`src/logic/stk_defines.svh`:
```
/*
 * register offsets, field positions, reset values and calibration constants of the tick timer.
 * assumes inclusion by bare name from the package and the design files.
 */
`ifndef STK_DEFINES_SVH
`define STK_DEFINES_SVH

// register byte addresses
`define STK_CTRL_ADDR 32'he000e010
`define STK_RELOAD_ADDR 32'he000e014
`define STK_CURRENT_ADDR 32'he000e018
`define STK_CALIB_ADDR 32'he000e01c

// control/status field positions
`define STK_ENABLE_BIT 0
`define STK_EXC_EN_BIT 1
`define STK_CLKSEL_BIT 2
`define STK_ZERO_FLAG_BIT 16

// calibration field positions
`define STK_NO_REFERENCE_CLOCK_FLAG_BIT 31
`define STK_SKEW_BIT 30

// widths and reset values
`define STK_CNT_W 24
`define STK_CNT_RST 24'h000000
`define STK_RELOAD_RST 24'h000000
`define STK_ENABLE_RST 1'b0
`define STK_EXC_EN_RST 1'b0
`define STK_CLKSEL_RST 1'b1

// tick exception number carried with the request
`define STK_EXC_NUM 6'h0f

// ten millisecond calibration figures
`define STK_CLK_HZ 50000000
`define STK_TICK_MS 10
`define STK_TEN_MS_CYCLES ((`STK_CLK_HZ / 1000) * `STK_TICK_MS)
`define STK_TEN_MS_RELOAD 24'((`STK_TEN_MS_CYCLES) - 1)

// axi write/read responses
`define STK_RESP_OKAY 2'b00
`define STK_RESP_SLVERR 2'b10

`endif

```
`src/logic/stk_pkg.sv`:
```
/*
 * types shared by the tick timer files.
 * assumes stk_defines.svh is on the include path.
 */
`include "stk_defines.svh"

package stk_pkg;

	// register select decoded from a bus address
	typedef enum logic [2:0] {
		STK_SEL_CTRL,
		STK_SEL_RELOAD,
		STK_SEL_CURRENT,
		STK_SEL_CALIB,
		STK_SEL_NONE
	} stk_sel_t;

	// axi4-lite write address + data from master
	typedef struct packed {
		logic awvalid;
		logic [31:0] awaddr;
		logic [2:0] awprot;
		logic wvalid;
		logic [31:0] wdata;
		logic [3:0] wstrb;
		logic bready;
	} stk_wr_req_t;

	// axi4-lite write answer
	typedef struct packed {
		logic awready;
		logic wready;
		logic bvalid;
		logic [1:0] bresp;
	} stk_wr_rsp_t;

	// axi4-lite read request
	typedef struct packed {
		logic arvalid;
		logic [31:0] araddr;
		logic [2:0] arprot;
		logic rready;
	} stk_rd_req_t;

	// axi4-lite read answer
	typedef struct packed {
		logic arready;
		logic rvalid;
		logic [31:0] rdata;
		logic [1:0] rresp;
	} stk_rd_rsp_t;

	// exception request toward the core
	typedef struct packed {
		logic req;
		logic [5:0] num;
	} stk_exc_t;

	// state of the counting core
	typedef struct packed {
		logic [`STK_CNT_W-1:0] count;
		logic zero_flag;
		logic ref_sync1;
		logic ref_sync2;
		logic ref_last;
		logic enable_last;
		logic exc_req;
	} stk_core_st_t;

endpackage

```
`src/logic/stk_counter.sv`:
```
/*
 * down counter core of the tick timer: step, reload, zero flag and exception request.
 * assumes all inputs except ref_clk_in come from the clk domain; ref_clk_in is a pin.
 */
`timescale 1ns/100ps
`include "stk_defines.svh"

module stk_counter (
	input wire logic clk,
	input wire logic rst_n,
	input wire logic ref_clk_in,
	input wire logic enable,
	input wire logic exc_enable,
	input wire logic use_cpu_clk,
	input wire logic [`STK_CNT_W-1:0] reload,
	input wire logic current_wr,
	input wire logic flag_rd_clr,
	output logic [`STK_CNT_W-1:0] count,
	output logic zero_flag,
	output logic exc_req
);
	import stk_pkg::*;

	stk_core_st_t st_r; // all state
	stk_core_st_t st_nxt; // next state
	logic step; // one counting edge this cycle

	// next-state logic
	always_comb begin
		st_nxt = st_r;
		st_nxt.ref_sync1 = ref_clk_in;
		st_nxt.ref_sync2 = st_r.ref_sync1;
		st_nxt.ref_last = st_r.ref_sync2;
		st_nxt.enable_last = enable;
		st_nxt.exc_req = 1'b0;
		// selected clock: every clk edge, or a rising edge of the synced reference
		step = use_cpu_clk ? 1'b1 : (st_r.ref_sync2 & ~st_r.ref_last);
		// a read clears the flag; a zero reached in the same cycle sets it again below
		if (flag_rd_clr) begin
			st_nxt.zero_flag = 1'b0;
		end
		if (current_wr) begin
			// write clears counter and flag, never requests an exception
			st_nxt.count = `STK_CNT_RST;
			st_nxt.zero_flag = 1'b0;
		end else if (enable && !st_r.enable_last) begin
			// enabling copies the reload value in
			st_nxt.count = reload;
		end else if (enable && step) begin
			if (st_r.count == `STK_CNT_W'(1)) begin
				// reached zero from counting: flag and optional request
				st_nxt.count = '0;
				st_nxt.zero_flag = 1'b1;
				st_nxt.exc_req = exc_enable;
			end else if (st_r.count == '0) begin
				// at zero the next edge reloads without software help
				st_nxt.count = reload;
			end else begin
				st_nxt.count = st_r.count - `STK_CNT_W'(1);
			end
		end
	end

	// state register
	always_ff @(posedge clk or negedge rst_n) begin
		if (!rst_n) begin
			st_r <= '0;
		end else begin
			st_r <= st_nxt;
		end
	end

	assign count = st_r.count;
	assign zero_flag = st_r.zero_flag;
	assign exc_req = st_r.exc_req;

endmodule // stk_counter

```
`src/logic/stk_timer.sv`:
```
/*
 * tick timer top: axi4-lite register slave around the down counter core.
 * assumes one clock clk, an asynchronous active-low reset and a pin-level reference clock.
 */
// How it works
// - 24-bit counter counts down while enabled
// - zero reached reloads automatically and continues
// - zero can request tick exception fifteen
// - control bit 16 flags zero, read clears
// - control bit 2 picks reference or cpu clock
// - without reference, select reads one, ignores writes
// - control bit 1 gates the exception request
// - control bit 0 enables counting
// - reload value loaded on enable and zero
// - current register reads counter low bits
// - calibration field gives ten millisecond reload
// - calibration zero means value unknown
// - calibration bit 31 low means reference present
// - calibration bit 30 reports value inexactness
`timescale 1ns/100ps
`include "stk_defines.svh"

module stk_timer #(
	parameter bit HAS_REF_CLK = 1'b1, // reference clock wired in
	parameter bit CALIB_KNOWN = 1'b1 // ten millisecond value offered
) (
	input wire logic clk,
	input wire logic rst_n,
	input wire logic ref_clk_in,
	input stk_pkg::stk_wr_req_t wr_req,
	output stk_pkg::stk_wr_rsp_t wr_rsp,
	input stk_pkg::stk_rd_req_t rd_req,
	output stk_pkg::stk_rd_rsp_t rd_rsp,
	output stk_pkg::stk_exc_t exc
);
	import stk_pkg::*;

	// all bus-side state of the top
	typedef struct packed {
		logic aw_held; // write address captured
		logic [31:0] aw_addr;
		logic w_held; // write data captured
		logic [31:0] w_data;
		logic [3:0] w_strb;
		logic bvalid;
		logic [1:0] bresp;
		logic rvalid;
		logic [31:0] rdata;
		logic [1:0] rresp;
		logic enable;
		logic exc_en;
		logic clk_sel;
		logic [`STK_CNT_W-1:0] reload;
		logic exc_req;
		logic awready; // registered copy of "no address held"
		logic wready; // registered copy of "no data held"
		logic arready; // registered copy of "no read answer pending"
	} stk_top_st_t;

	stk_top_st_t st_r; // registered state
	stk_top_st_t st_nxt; // next state
	logic wr_fire; // both write halves held, answer slot free
	logic rd_fire; // read address taken this cycle
	logic current_wr; // write lands on the current value register
	logic flag_rd_clr; // control register read this cycle
	logic [`STK_CNT_W-1:0] count; // counter value from the core
	logic zero_flag; // sticky zero flag from the core
	logic core_exc; // one-cycle zero event with request enabled
	logic [31:0] ctrl_rd; // control/status read image
	logic [31:0] calib_rd; // calibration read image
	logic [31:0] wmask; // byte-lane mask from write strobes
	logic [31:0] wval; // write data masked to the strobed byte lanes
	stk_sel_t wsel; // decoded write target
	stk_sel_t rsel; // decoded read target

	// address decode shared by both directions
	function automatic stk_sel_t decode(input logic [31:0] a);
		unique case (a)
			`STK_CTRL_ADDR: decode = STK_SEL_CTRL;
			`STK_RELOAD_ADDR: decode = STK_SEL_RELOAD;
			`STK_CURRENT_ADDR: decode = STK_SEL_CURRENT;
			`STK_CALIB_ADDR: decode = STK_SEL_CALIB;
			default: decode = STK_SEL_NONE;
		endcase
	endfunction

	// counting core
	stk_counter u_counter (
		.clk(clk),
		.rst_n(rst_n),
		.ref_clk_in(ref_clk_in),
		.enable(st_r.enable),
		.exc_enable(st_r.exc_en),
		.use_cpu_clk(st_r.clk_sel),
		.reload(st_r.reload),
		.current_wr(current_wr),
		.flag_rd_clr(flag_rd_clr),
		.count(count),
		.zero_flag(zero_flag),
		.exc_req(core_exc)
	);

	// read images of the composite registers
	always_comb begin
		ctrl_rd = '0;
		ctrl_rd[`STK_ENABLE_BIT] = st_r.enable;
		ctrl_rd[`STK_EXC_EN_BIT] = st_r.exc_en;
		ctrl_rd[`STK_CLKSEL_BIT] = HAS_REF_CLK ? st_r.clk_sel : 1'b1;
		ctrl_rd[`STK_ZERO_FLAG_BIT] = zero_flag;
		calib_rd = '0;
		// zero here tells software to work the reload out itself
		calib_rd[`STK_CNT_W-1:0] = CALIB_KNOWN ? `STK_TEN_MS_RELOAD : '0;
		calib_rd[`STK_NO_REFERENCE_CLOCK_FLAG_BIT] = ~HAS_REF_CLK;
		calib_rd[`STK_SKEW_BIT] = ~CALIB_KNOWN;
	end

	// write and read path control
	always_comb begin
		wr_fire = st_r.aw_held && st_r.w_held && !st_r.bvalid;
		wsel = decode(st_r.aw_addr);
		current_wr = wr_fire && (wsel == STK_SEL_CURRENT);
		rd_fire = rd_req.arvalid && !st_r.rvalid;
		rsel = decode(rd_req.araddr);
		flag_rd_clr = rd_fire && (rsel == STK_SEL_CTRL);
		for (int i = 0; i < 4; i++) begin
			wmask[i*8 +: 8] = {8{st_r.w_strb[i]}};
		end
		wval = st_r.w_data & wmask;
	end

	// bus and register next state
	always_comb begin
		st_nxt = st_r;
		// the exception request is a registered copy of the core pulse
		st_nxt.exc_req = core_exc;
		// accept each write half independently, one write in flight
		if (!st_r.aw_held && wr_req.awvalid) begin
			st_nxt.aw_held = 1'b1;
			st_nxt.aw_addr = wr_req.awaddr;
		end
		if (!st_r.w_held && wr_req.wvalid) begin
			st_nxt.w_held = 1'b1;
			st_nxt.w_data = wr_req.wdata;
			st_nxt.w_strb = wr_req.wstrb;
		end
		if (wr_fire) begin
			st_nxt.aw_held = 1'b0;
			st_nxt.w_held = 1'b0;
			st_nxt.bvalid = 1'b1;
			st_nxt.bresp = `STK_RESP_OKAY;
			unique case (wsel)
				STK_SEL_CTRL: begin
					// lane 0 carries the three writable control bits
					if (st_r.w_strb[0]) begin
						st_nxt.enable = wval[`STK_ENABLE_BIT];
						st_nxt.exc_en = wval[`STK_EXC_EN_BIT];
						if (HAS_REF_CLK) begin
							st_nxt.clk_sel = wval[`STK_CLKSEL_BIT];
						end
					end
				end
				STK_SEL_RELOAD: begin
					st_nxt.reload = (st_r.reload & ~wmask[`STK_CNT_W-1:0])
						| wval[`STK_CNT_W-1:0];
				end
				STK_SEL_CURRENT: begin
					// side effect handled in the core
					st_nxt.bresp = `STK_RESP_OKAY;
				end
				STK_SEL_CALIB: begin
					// read-only: write ignored
					st_nxt.bresp = `STK_RESP_OKAY;
				end
				STK_SEL_NONE: begin
					// unmapped address answers with an error
					st_nxt.bresp = `STK_RESP_SLVERR;
				end
			endcase
		end
		if (st_r.bvalid && wr_req.bready) begin
			st_nxt.bvalid = 1'b0;
		end
		// read path: address taken in the cycle it is valid and no answer pending
		if (rd_fire) begin
			st_nxt.rvalid = 1'b1;
			st_nxt.rresp = `STK_RESP_OKAY;
			unique case (rsel)
				STK_SEL_CTRL: st_nxt.rdata = ctrl_rd;
				STK_SEL_RELOAD: st_nxt.rdata = {8'h00, st_r.reload};
				STK_SEL_CURRENT: st_nxt.rdata = {8'h00, count};
				STK_SEL_CALIB: st_nxt.rdata = calib_rd;
				STK_SEL_NONE: begin
					st_nxt.rdata = 32'h00000000;
					st_nxt.rresp = `STK_RESP_SLVERR;
				end
			endcase
		end else if (st_r.rvalid && rd_req.rready) begin
			st_nxt.rvalid = 1'b0;
		end
		// ready flags follow the next hold state so each bus output leaves a flop
		st_nxt.awready = !st_nxt.aw_held;
		st_nxt.wready = !st_nxt.w_held;
		st_nxt.arready = !st_nxt.rvalid;
	end

	// state register
	always_ff @(posedge clk or negedge rst_n) begin
		if (!rst_n) begin
			st_r <= '0;
			st_r.clk_sel <= `STK_CLKSEL_RST;
			st_r.reload <= `STK_RELOAD_RST;
			// nothing is held or pending, so every channel is ready
			st_r.awready <= 1'b1;
			st_r.wready <= 1'b1;
			st_r.arready <= 1'b1;
		end else begin
			st_r <= st_nxt;
		end
	end

	// outputs, all from flip-flops
	// one driver per struct: separate member assigns would double-drive the variable
	assign wr_rsp = '{awready: st_r.awready, wready: st_r.wready, bvalid: st_r.bvalid,
		bresp: st_r.bresp};
	assign rd_rsp = '{arready: st_r.arready, rvalid: st_r.rvalid, rdata: st_r.rdata,
		rresp: st_r.rresp};
	assign exc = '{req: st_r.exc_req, num: `STK_EXC_NUM};

endmodule // stk_timer

```
`config.mk`:
```
export PLATFORM = sky130hd
export DESIGN_NAME = stk_timer
export DESIGN_NICKNAME = d
export VERILOG_FILES = /design/src/logic/stk_pkg.sv /design/src/logic/stk_counter.sv /design/src/logic/stk_timer.sv
export VERILOG_INCLUDE_DIRS = /design/src /design/src/logic
export SDC_FILE = /design/constraint.sdc
export NUM_CORES = 1
export LEC_CHECK = 0
export BUFFER_PORTS_ARGS = -buffer_cell sky130_fd_sc_hd__buf_2
export CORE_UTILIZATION = 49
export DETAILED_ROUTE_END_ITERATION = 10
export MAX_ROUTING_LAYER = met4
export PLACE_DENSITY = 0.76
export SETUP_SLACK_MARGIN = 0.5
export SLEW_MARGIN = 0
export SYNTH_ARGS = -nofsm -noshare
export SYNTH_HDL_FRONTEND = slang
export SYNTH_SLANG_ARGS = --single-unit
```
`constraint.sdc`:
```
create_clock -name clk -period 2.3 [get_ports clk]
set_clock_uncertainty 0.15 [all_clocks]
set_input_delay 0.115 -clock clk [delete_from_list [all_inputs] [get_ports clk]]
set_output_delay 0.115 -clock clk [all_outputs]
set_load 0.02 [all_outputs]
```
# --- After elaboration in Yosys (flattened, before gate mapping) ---
# Index checks and enable logic that the tools add are counted.
word_totals:
  elab_cells: 100
  inputBits: 114
  output_inout_bits: 48
  ramBits: 0
  mem_count: 0
  latchBits: 0
  romBits: 0
  regBits: 169
classes:
  reduce_logical: 26
  muxes: 26
  n_shift: 0
  multipliers: 0
  eq_ne: 16
  n_div: 0
  bitwise_logic: 6
  order_cmp: 0
  addsub: 1
ops:
  columns: ["op", "n"]
  rows:
  - ["32-bit equality test, second input constant", 8]
  - ["32-bit one-hot mux with 5 select lines", 1]
  - ["24-bit two-way mux", 3]
  - ["25-bit two-way mux", 2]
  - ["24-bit AND", 2]
  - ["37-bit two-way mux", 1]
  - ["33-bit two-way mux", 1]
  - ["24-bit by 1-bit equality test with 1-bit output, second input constant", 1]
  - ["24-bit logical NOT", 1]
  - ["24-bit inverter", 1]
  - ["24-bit OR", 1]
  - ["3-bit one-hot mux with 4 select lines", 2]
  - ["24-bit by 1-bit subtractor with 24-bit output, second input constant", 1]
  - ["1-bit two-way mux", 13]
  - ["1-bit logical AND", 11]
  - ["3-bit by 2-bit equality test with 1-bit output, second input constant", 3]
  - ["1-bit logical NOT", 8]
  - ["3-bit by 1-bit equality test with 1-bit output, second input constant", 2]
  - ["3-bit equality test, second input constant", 2]
  - ["3-bit logical NOT", 2]
  - ["2-bit two-way mux", 2]
  - ["3-bit two-way mux", 1]
  - ["3-bit AND reduction", 1]
  - ["3-bit nonzero test", 1]
  - ["4 further kinds", 4]

# --- Depth between registers and ports, before layout ---
logic_depth:
  word_depth: 9
  ltp_mapped: 9
  depth_no_buf: 8

# --- Hierarchy ---
# A second synthesis with hierarchy kept.
hier_totals:
  cells_unflattened: 620
  hier_area_um2: 7206.9
modules_own_cells:
  columns: ["module", "n_inst", "area_each_um2", "seq_area_each_um2", "cells_per_inst"]
  rows:
  - ["stk_timer", 1, 5263.8, 3007.9, 413]
  - ["stk_counter", 1, 1943.1, 750.7, 207]

# --- Worst setup path before layout ---
# No wires, ideal clock.
synth_timing:
  kind: "reg2reg"
  startpoint: "register u_counter.st_r (netlist bit u_counter.count[16])"
  endpoint: "register u_counter.st_r (netlist bit u_counter.count[6])"
  path_stages_with_launch: 7
  path_buffers: 0
  arrival_ps: 2068
  setup_slack_ps: -49
  setup_time_ps: 132
  period_less_slack_ps: 2349
  t_required_ps: 2018
  path_cell_list: "dfrtp_1 -> or4_4 -> nand4b_4 -> o21ai_4 -> mux2_2 -> a22oi_1 -> nor2_1"
synth_via:
  elab_chain_cells: 6
  elab_cells_between_ends: 7
  cone_classes: "1 x eq/ne; 5 x mux; 1 x reduce/logical"
synth_lines:
  columns: ["element", "line", "source"]
  rows:
  - ["start, declared", "stk_counter.sv:24", "stk_core_st_t st_r;"]
  - ["start signal, assigned", "stk_counter.sv:69", "st_r <= st_nxt;"]
  - ["24-bit logical NOT", "stk_counter.sv:55", "end else if (st_r.count == '0) begin"]
  - ["24-bit two-way mux", "stk_counter.sv:55", null]
  - ["24-bit two-way mux *", "stk_counter.sv:50", "if (st_r.count == `STK_CNT_W'(1)) begin"]
  - ["25-bit two-way mux *", "stk_counter.sv:49", "end else if (enable && step) begin"]
  - ["24-bit two-way mux *", "stk_counter.sv:46", "end else if (enable && !st_r.enable_last) begin"]
  - ["25-bit two-way mux *", "stk_counter.sv:42", "if (current_wr) begin"]
# Mark *: on every way between the ends. The rest lies on a longest branch, timed or not. The select of a mux whose other input is x is not followed.
# A chain may end at the register's enable or synchronous reset.

# --- Final worst setup path ---
layout_timing:
  startpoint: "register st_r[123] in the netlist's numbering"
  endpoint: "register st_r (netlist bit ctrl_rd[1])"
layout_via:
  elab_chain_cells: 4
  elab_cells_between_ends: 7
  cone_classes: "4 x eq/ne; 1 x mux; 2 x reduce/logical"
layout_lines:
  columns: ["element", "line", "source"]
  rows:
  - ["start, declared", "stk_timer.sv:60", "stk_top_st_t st_r;"]
  - ["start signal, assigned", "stk_timer.sv:217", "st_r <= st_nxt;"]
  - ["32-bit equality test", "stk_timer.sv:78", "unique case (a)"]
  - ["3-bit one-hot mux with 4 select lines *", "stk_timer.sv:78", null]
  - ["3-bit logical NOT *", "stk_timer.sv:151", "unique case (wsel)"]
  - ["3-bit AND reduction (no source line) *", null, null]
# Mark *: on every way between the ends. The rest lies on a longest branch, timed or not.

==> impl_metrics.py <==
metrics = {
    "yosys": {
        "yosysSeqAreaShare": 0.514,
        "synth_cell_types": 67,
        "synth-seq-cells": 150,
        "synth-async-reset-ratio": 1.00,
        "yosysWarnings": 0,
        "syn_area_um2": 7320,
        "synth.avg_cell_area_um2": 11.5,
        "syn_inst": 637,
        "synth_edf_count": 0,
        "ys.flop_type": "dfrtp_1",
    },
    "global_routing": {
        "grt_max_degree": 60,
        "grt_pass1_vias": 6277,
        "grt_use_total": 0.311,
        "grt_overflow_total": 0,
        "antenna_found_initial": 0,
        "grt_pass1_wl_um": 33800,
    },
    "cells_and_area": {
        "regArea_um2": 3760,
        "layout-drive-gt1-share": 0.499,
        "fin_nets": 1002,
        "design_area_um2": 10400,
        "multi_input_area_um2": 3470,
        "n_fill_cell": 1005,
        "synthToLayoutAreaGrowth_pct": 41.7,
        "postLayoutCoreUtil": 0.713,
        "diodes": 0,
    },
    "floorplanning": {
        "fp.dieH_um": 124,
        "die_area_um2": 15400,
        "io_pins": 162,
        "core_um2": 14500,
        "initial_core_util": 0.503,
        "die_w_um": 124,
        "row_count": 44,
    },
    "status": {
        "violations": "setup timing",
        "status": "finished with violations",
    },
    "setup_path": {
        "critical_path_class": "reg -> reg",
        "cp.arrival_ns": 2.60,
        "worstPathRequired_ns": 2.46,
        "crit_chain": "nor4b_4 > nand4_1 > or3_4 > or4b_4 > mux2_2",
        "max_stage_delay_ns": 0.52,
        "path_delay_family": "simple AND/OR/NAND/NOR gates",
        "cp_num_buf_inv": 0,
        "start_kind": "flop",
        "cp_slowest_cell": "or4b_4",
        "cp_max_fo": 3,
        "cp-end-kind": "flop",
    },
    "cts": {
        "hold_buffers": 68,
        "cts_buffers": 17,
        "clock-sinks": 150,
        "clock_latency_ns": 0.44,
        "clockBufferDepth": 2,
        "cts_tree": "done",
        "htreeDepth": 4,
        "clk_pin_slew_worst_paths_ns": 0.06,
        "clock_tree.root_cell": "clkbuf_16",
    },
    "detailed_routing": {
        "highest_layer": "met4",
        "met2_wirelength_um": 11300,
        "viasPerCell": 5.70,
        "routed_wirelength_um": 22500,
        "first_pass_iters": 6,
        "ant_nets": 0,
        "drc": 0,
        "vias": 6168,
        "wl_met3_um": 1310,
        "drt-met1-wl_um": 9170,
        "wire_per_inst_um": 20.7,
        "drtIter0Drc": 394,
    },
    "timing": {
        "slew_viol_final": 0,
        "setup_viol": 34,
        "timing.fmax_ghz": 0.410,
        "setup_slack_ns": -0.137,
        "hold_viol_final": 0,
        "min_period_ns": 2.44,
        "fin_crit_sh": 1.06,
        "rsz0062_at_grt": "yes",
    },
    "place": {
        "port-buffer-count": 130,
        "place_area_um2": 8450,
        "dp_hpwl_um": 13900,
        "gp_congestion": 0.933,
    },
    "power_and_ir_drop": {
        "ir_worst_vdd_mv": 0.723,
        "power_density_nw_per_um2": 767,
        "p_leak_nw": 4.93,
    },
    "hold_path": {
        "hp-class": "in -> reg",
    },
    "flow_run": {
        "maxCapViolCount": 0,
    },
}
==> cell usage after synthesis, types with 4 or more instances <==
cell type,number,share of area
a2bb2oi_1,4,0.0048
a21oi_1,18,0.012
mux2i_1,4,0.0055
mux2_2,92,0.14
nand4_1,4,0.0034
o211ai_1,4,0.0041
dfstp_2,4,0.014
buf_1,5,0.0026
a22o_1,4,0.0048
or3_1,4,0.0034
nor3_1,12,0.0082
nor2b_1,4,0.0034
dfrtp_1,146,0.50
o31ai_1,6,0.0062
o22ai_1,4,0.0034
buf_4,49,0.050
nand3_1,9,0.0062
clkbuf_1,19,0.0097
buf_2,6,0.0041
inv_1,11,0.0056
a22oi_1,26,0.027
nor2_1,42,0.022
nand2_1,46,0.024
or4_1,6,0.0062
o21ai_0,22,0.015
o41ai_1,9,0.011
nor4_1,13,0.011
==> cells by family after synthesis <==
family | after synthesis | share of synthesized area
flops | 150 | 0.514
xor+xnor | 3 | 0.00359
compound gates | 117 | 0.119
buf+inv | 93 | 0.0775
other cells | 2 | 0.00103
fa+ha+maj | 3 | 0.00513
mux | 97 | 0.149
simple gates | 172 | 0.132
==> layout by cell type (no fill, tap or decap), drive strengths merged, types with 3 or more instances in the layout <==
cell | Yosys | layout
a21oi | 18 | 18
a22o | 4 | 4
a22oi | 29 | 29
a2bb2oi | 7 | 7
buf | 63 | 228
clkbuf | 19 | 19
clkinv | 0 | 4
conb | 2 | 16
dfrtp | 146 | 146
dfstp | 4 | 4
dlygate4sd3 | 0 | 67
ha | 3 | 3
inv | 11 | 18
mux2 | 93 | 93
mux2i | 4 | 4
nand2 | 46 | 46
nand3 | 9 | 9
nand4 | 5 | 5
nand4b | 3 | 3
nor2 | 42 | 42
nor2b | 4 | 4
nor3 | 13 | 13
nor3b | 4 | 4
nor4 | 17 | 17
nor4b | 3 | 3
o211ai | 4 | 4
o21a | 3 | 3
o21ai | 24 | 24
o22ai | 4 | 4
o31ai | 7 | 7
o41ai | 9 | 9
or2 | 3 | 3
or3 | 4 | 4
or4 | 7 | 7
xor2 | 3 | 3
==> where the power goes <==
group	internal [W]	leakage, nW	switching, W
Clock	0.00163	0.289	0.00121
Combinational	0.000817	2.73	0.000587
Sequential	0.00324	1.91	0.000474
Total	0.00569	4.93	0.00227
==> final timing paths <==
| kind | start | depth (start not counted) | slack, ns | endpoint |
|---|---|---|---|---|
| min in group asynchronous | rst_n | 3 | 0.07 | u_counter.count[5] |
| max | st_r[123] | 5 | -0.14 | ctrl_rd[1] |
| max reg2reg | st_r[123] | 5 | -0.14 | ctrl_rd[1] |
| max in group asynchronous | rst_n | 3 | 1.46 | wr_rsp[4] |
| min | rd_req[9] | 5 | 0.004 | rd_rsp[15] |
| min reg2reg | u_counter.exc_req | 0 | 0.20 | exc[6] |
==> metrics by stage <==
stage	hold slack [ns]	TNS, ns	total power, W	setup slack, ns	cells
6_report	0.00405	-2.52	0.00795	-0.137	1082
5_1_grt	0.0303	-5.43	0.00829	-0.200	1082
4_1_cts	0.0192	-1.22	0.00783	-0.0752	1069
3_5_place_dp	-0.145	-2.09	0.00488	-0.112	959
3_3_place_gp	-0.153	-1.31	0.00476	-0.0786	959
2_1_floorplan	-0.331	0	0.00448	0.0134	651
==> layout make-up <==
class                           instances  area share
Clock buffer                           17      0.0410
Clock inverter                         15      0.0163
Inverter                               11     0.00398
Multi-Input combinational cell        408       0.335
Sequential cell                       150       0.363
Tap cell                              184      0.0222
Timing Repair Buffer                  297       0.219
==> routing by layer <==
layer  track usage  vias up
met5             -        -
met4         0.130        0
met3        0.0527       49
met2         0.514      260
met1         0.378     3091
li1              -     2768
==> worst register-to-register path: cells and delay by family (launching register included) <==
kind	cells	cell delay, ns
multiplexers	1	0.29
flip-flops	1	0.43
AND/OR/NAND/NOR	4	1.45
==> timing repair <==
item                       in CTS  in global routing
setup buffers                   8                 10
gates cloned                    2                  3
pin swaps                      28                 29
hold endpoints to repair      219                  2
resized for setup              56                 45
setup endpoints to repair      53                 70
(Power assumes the default switching activity.)
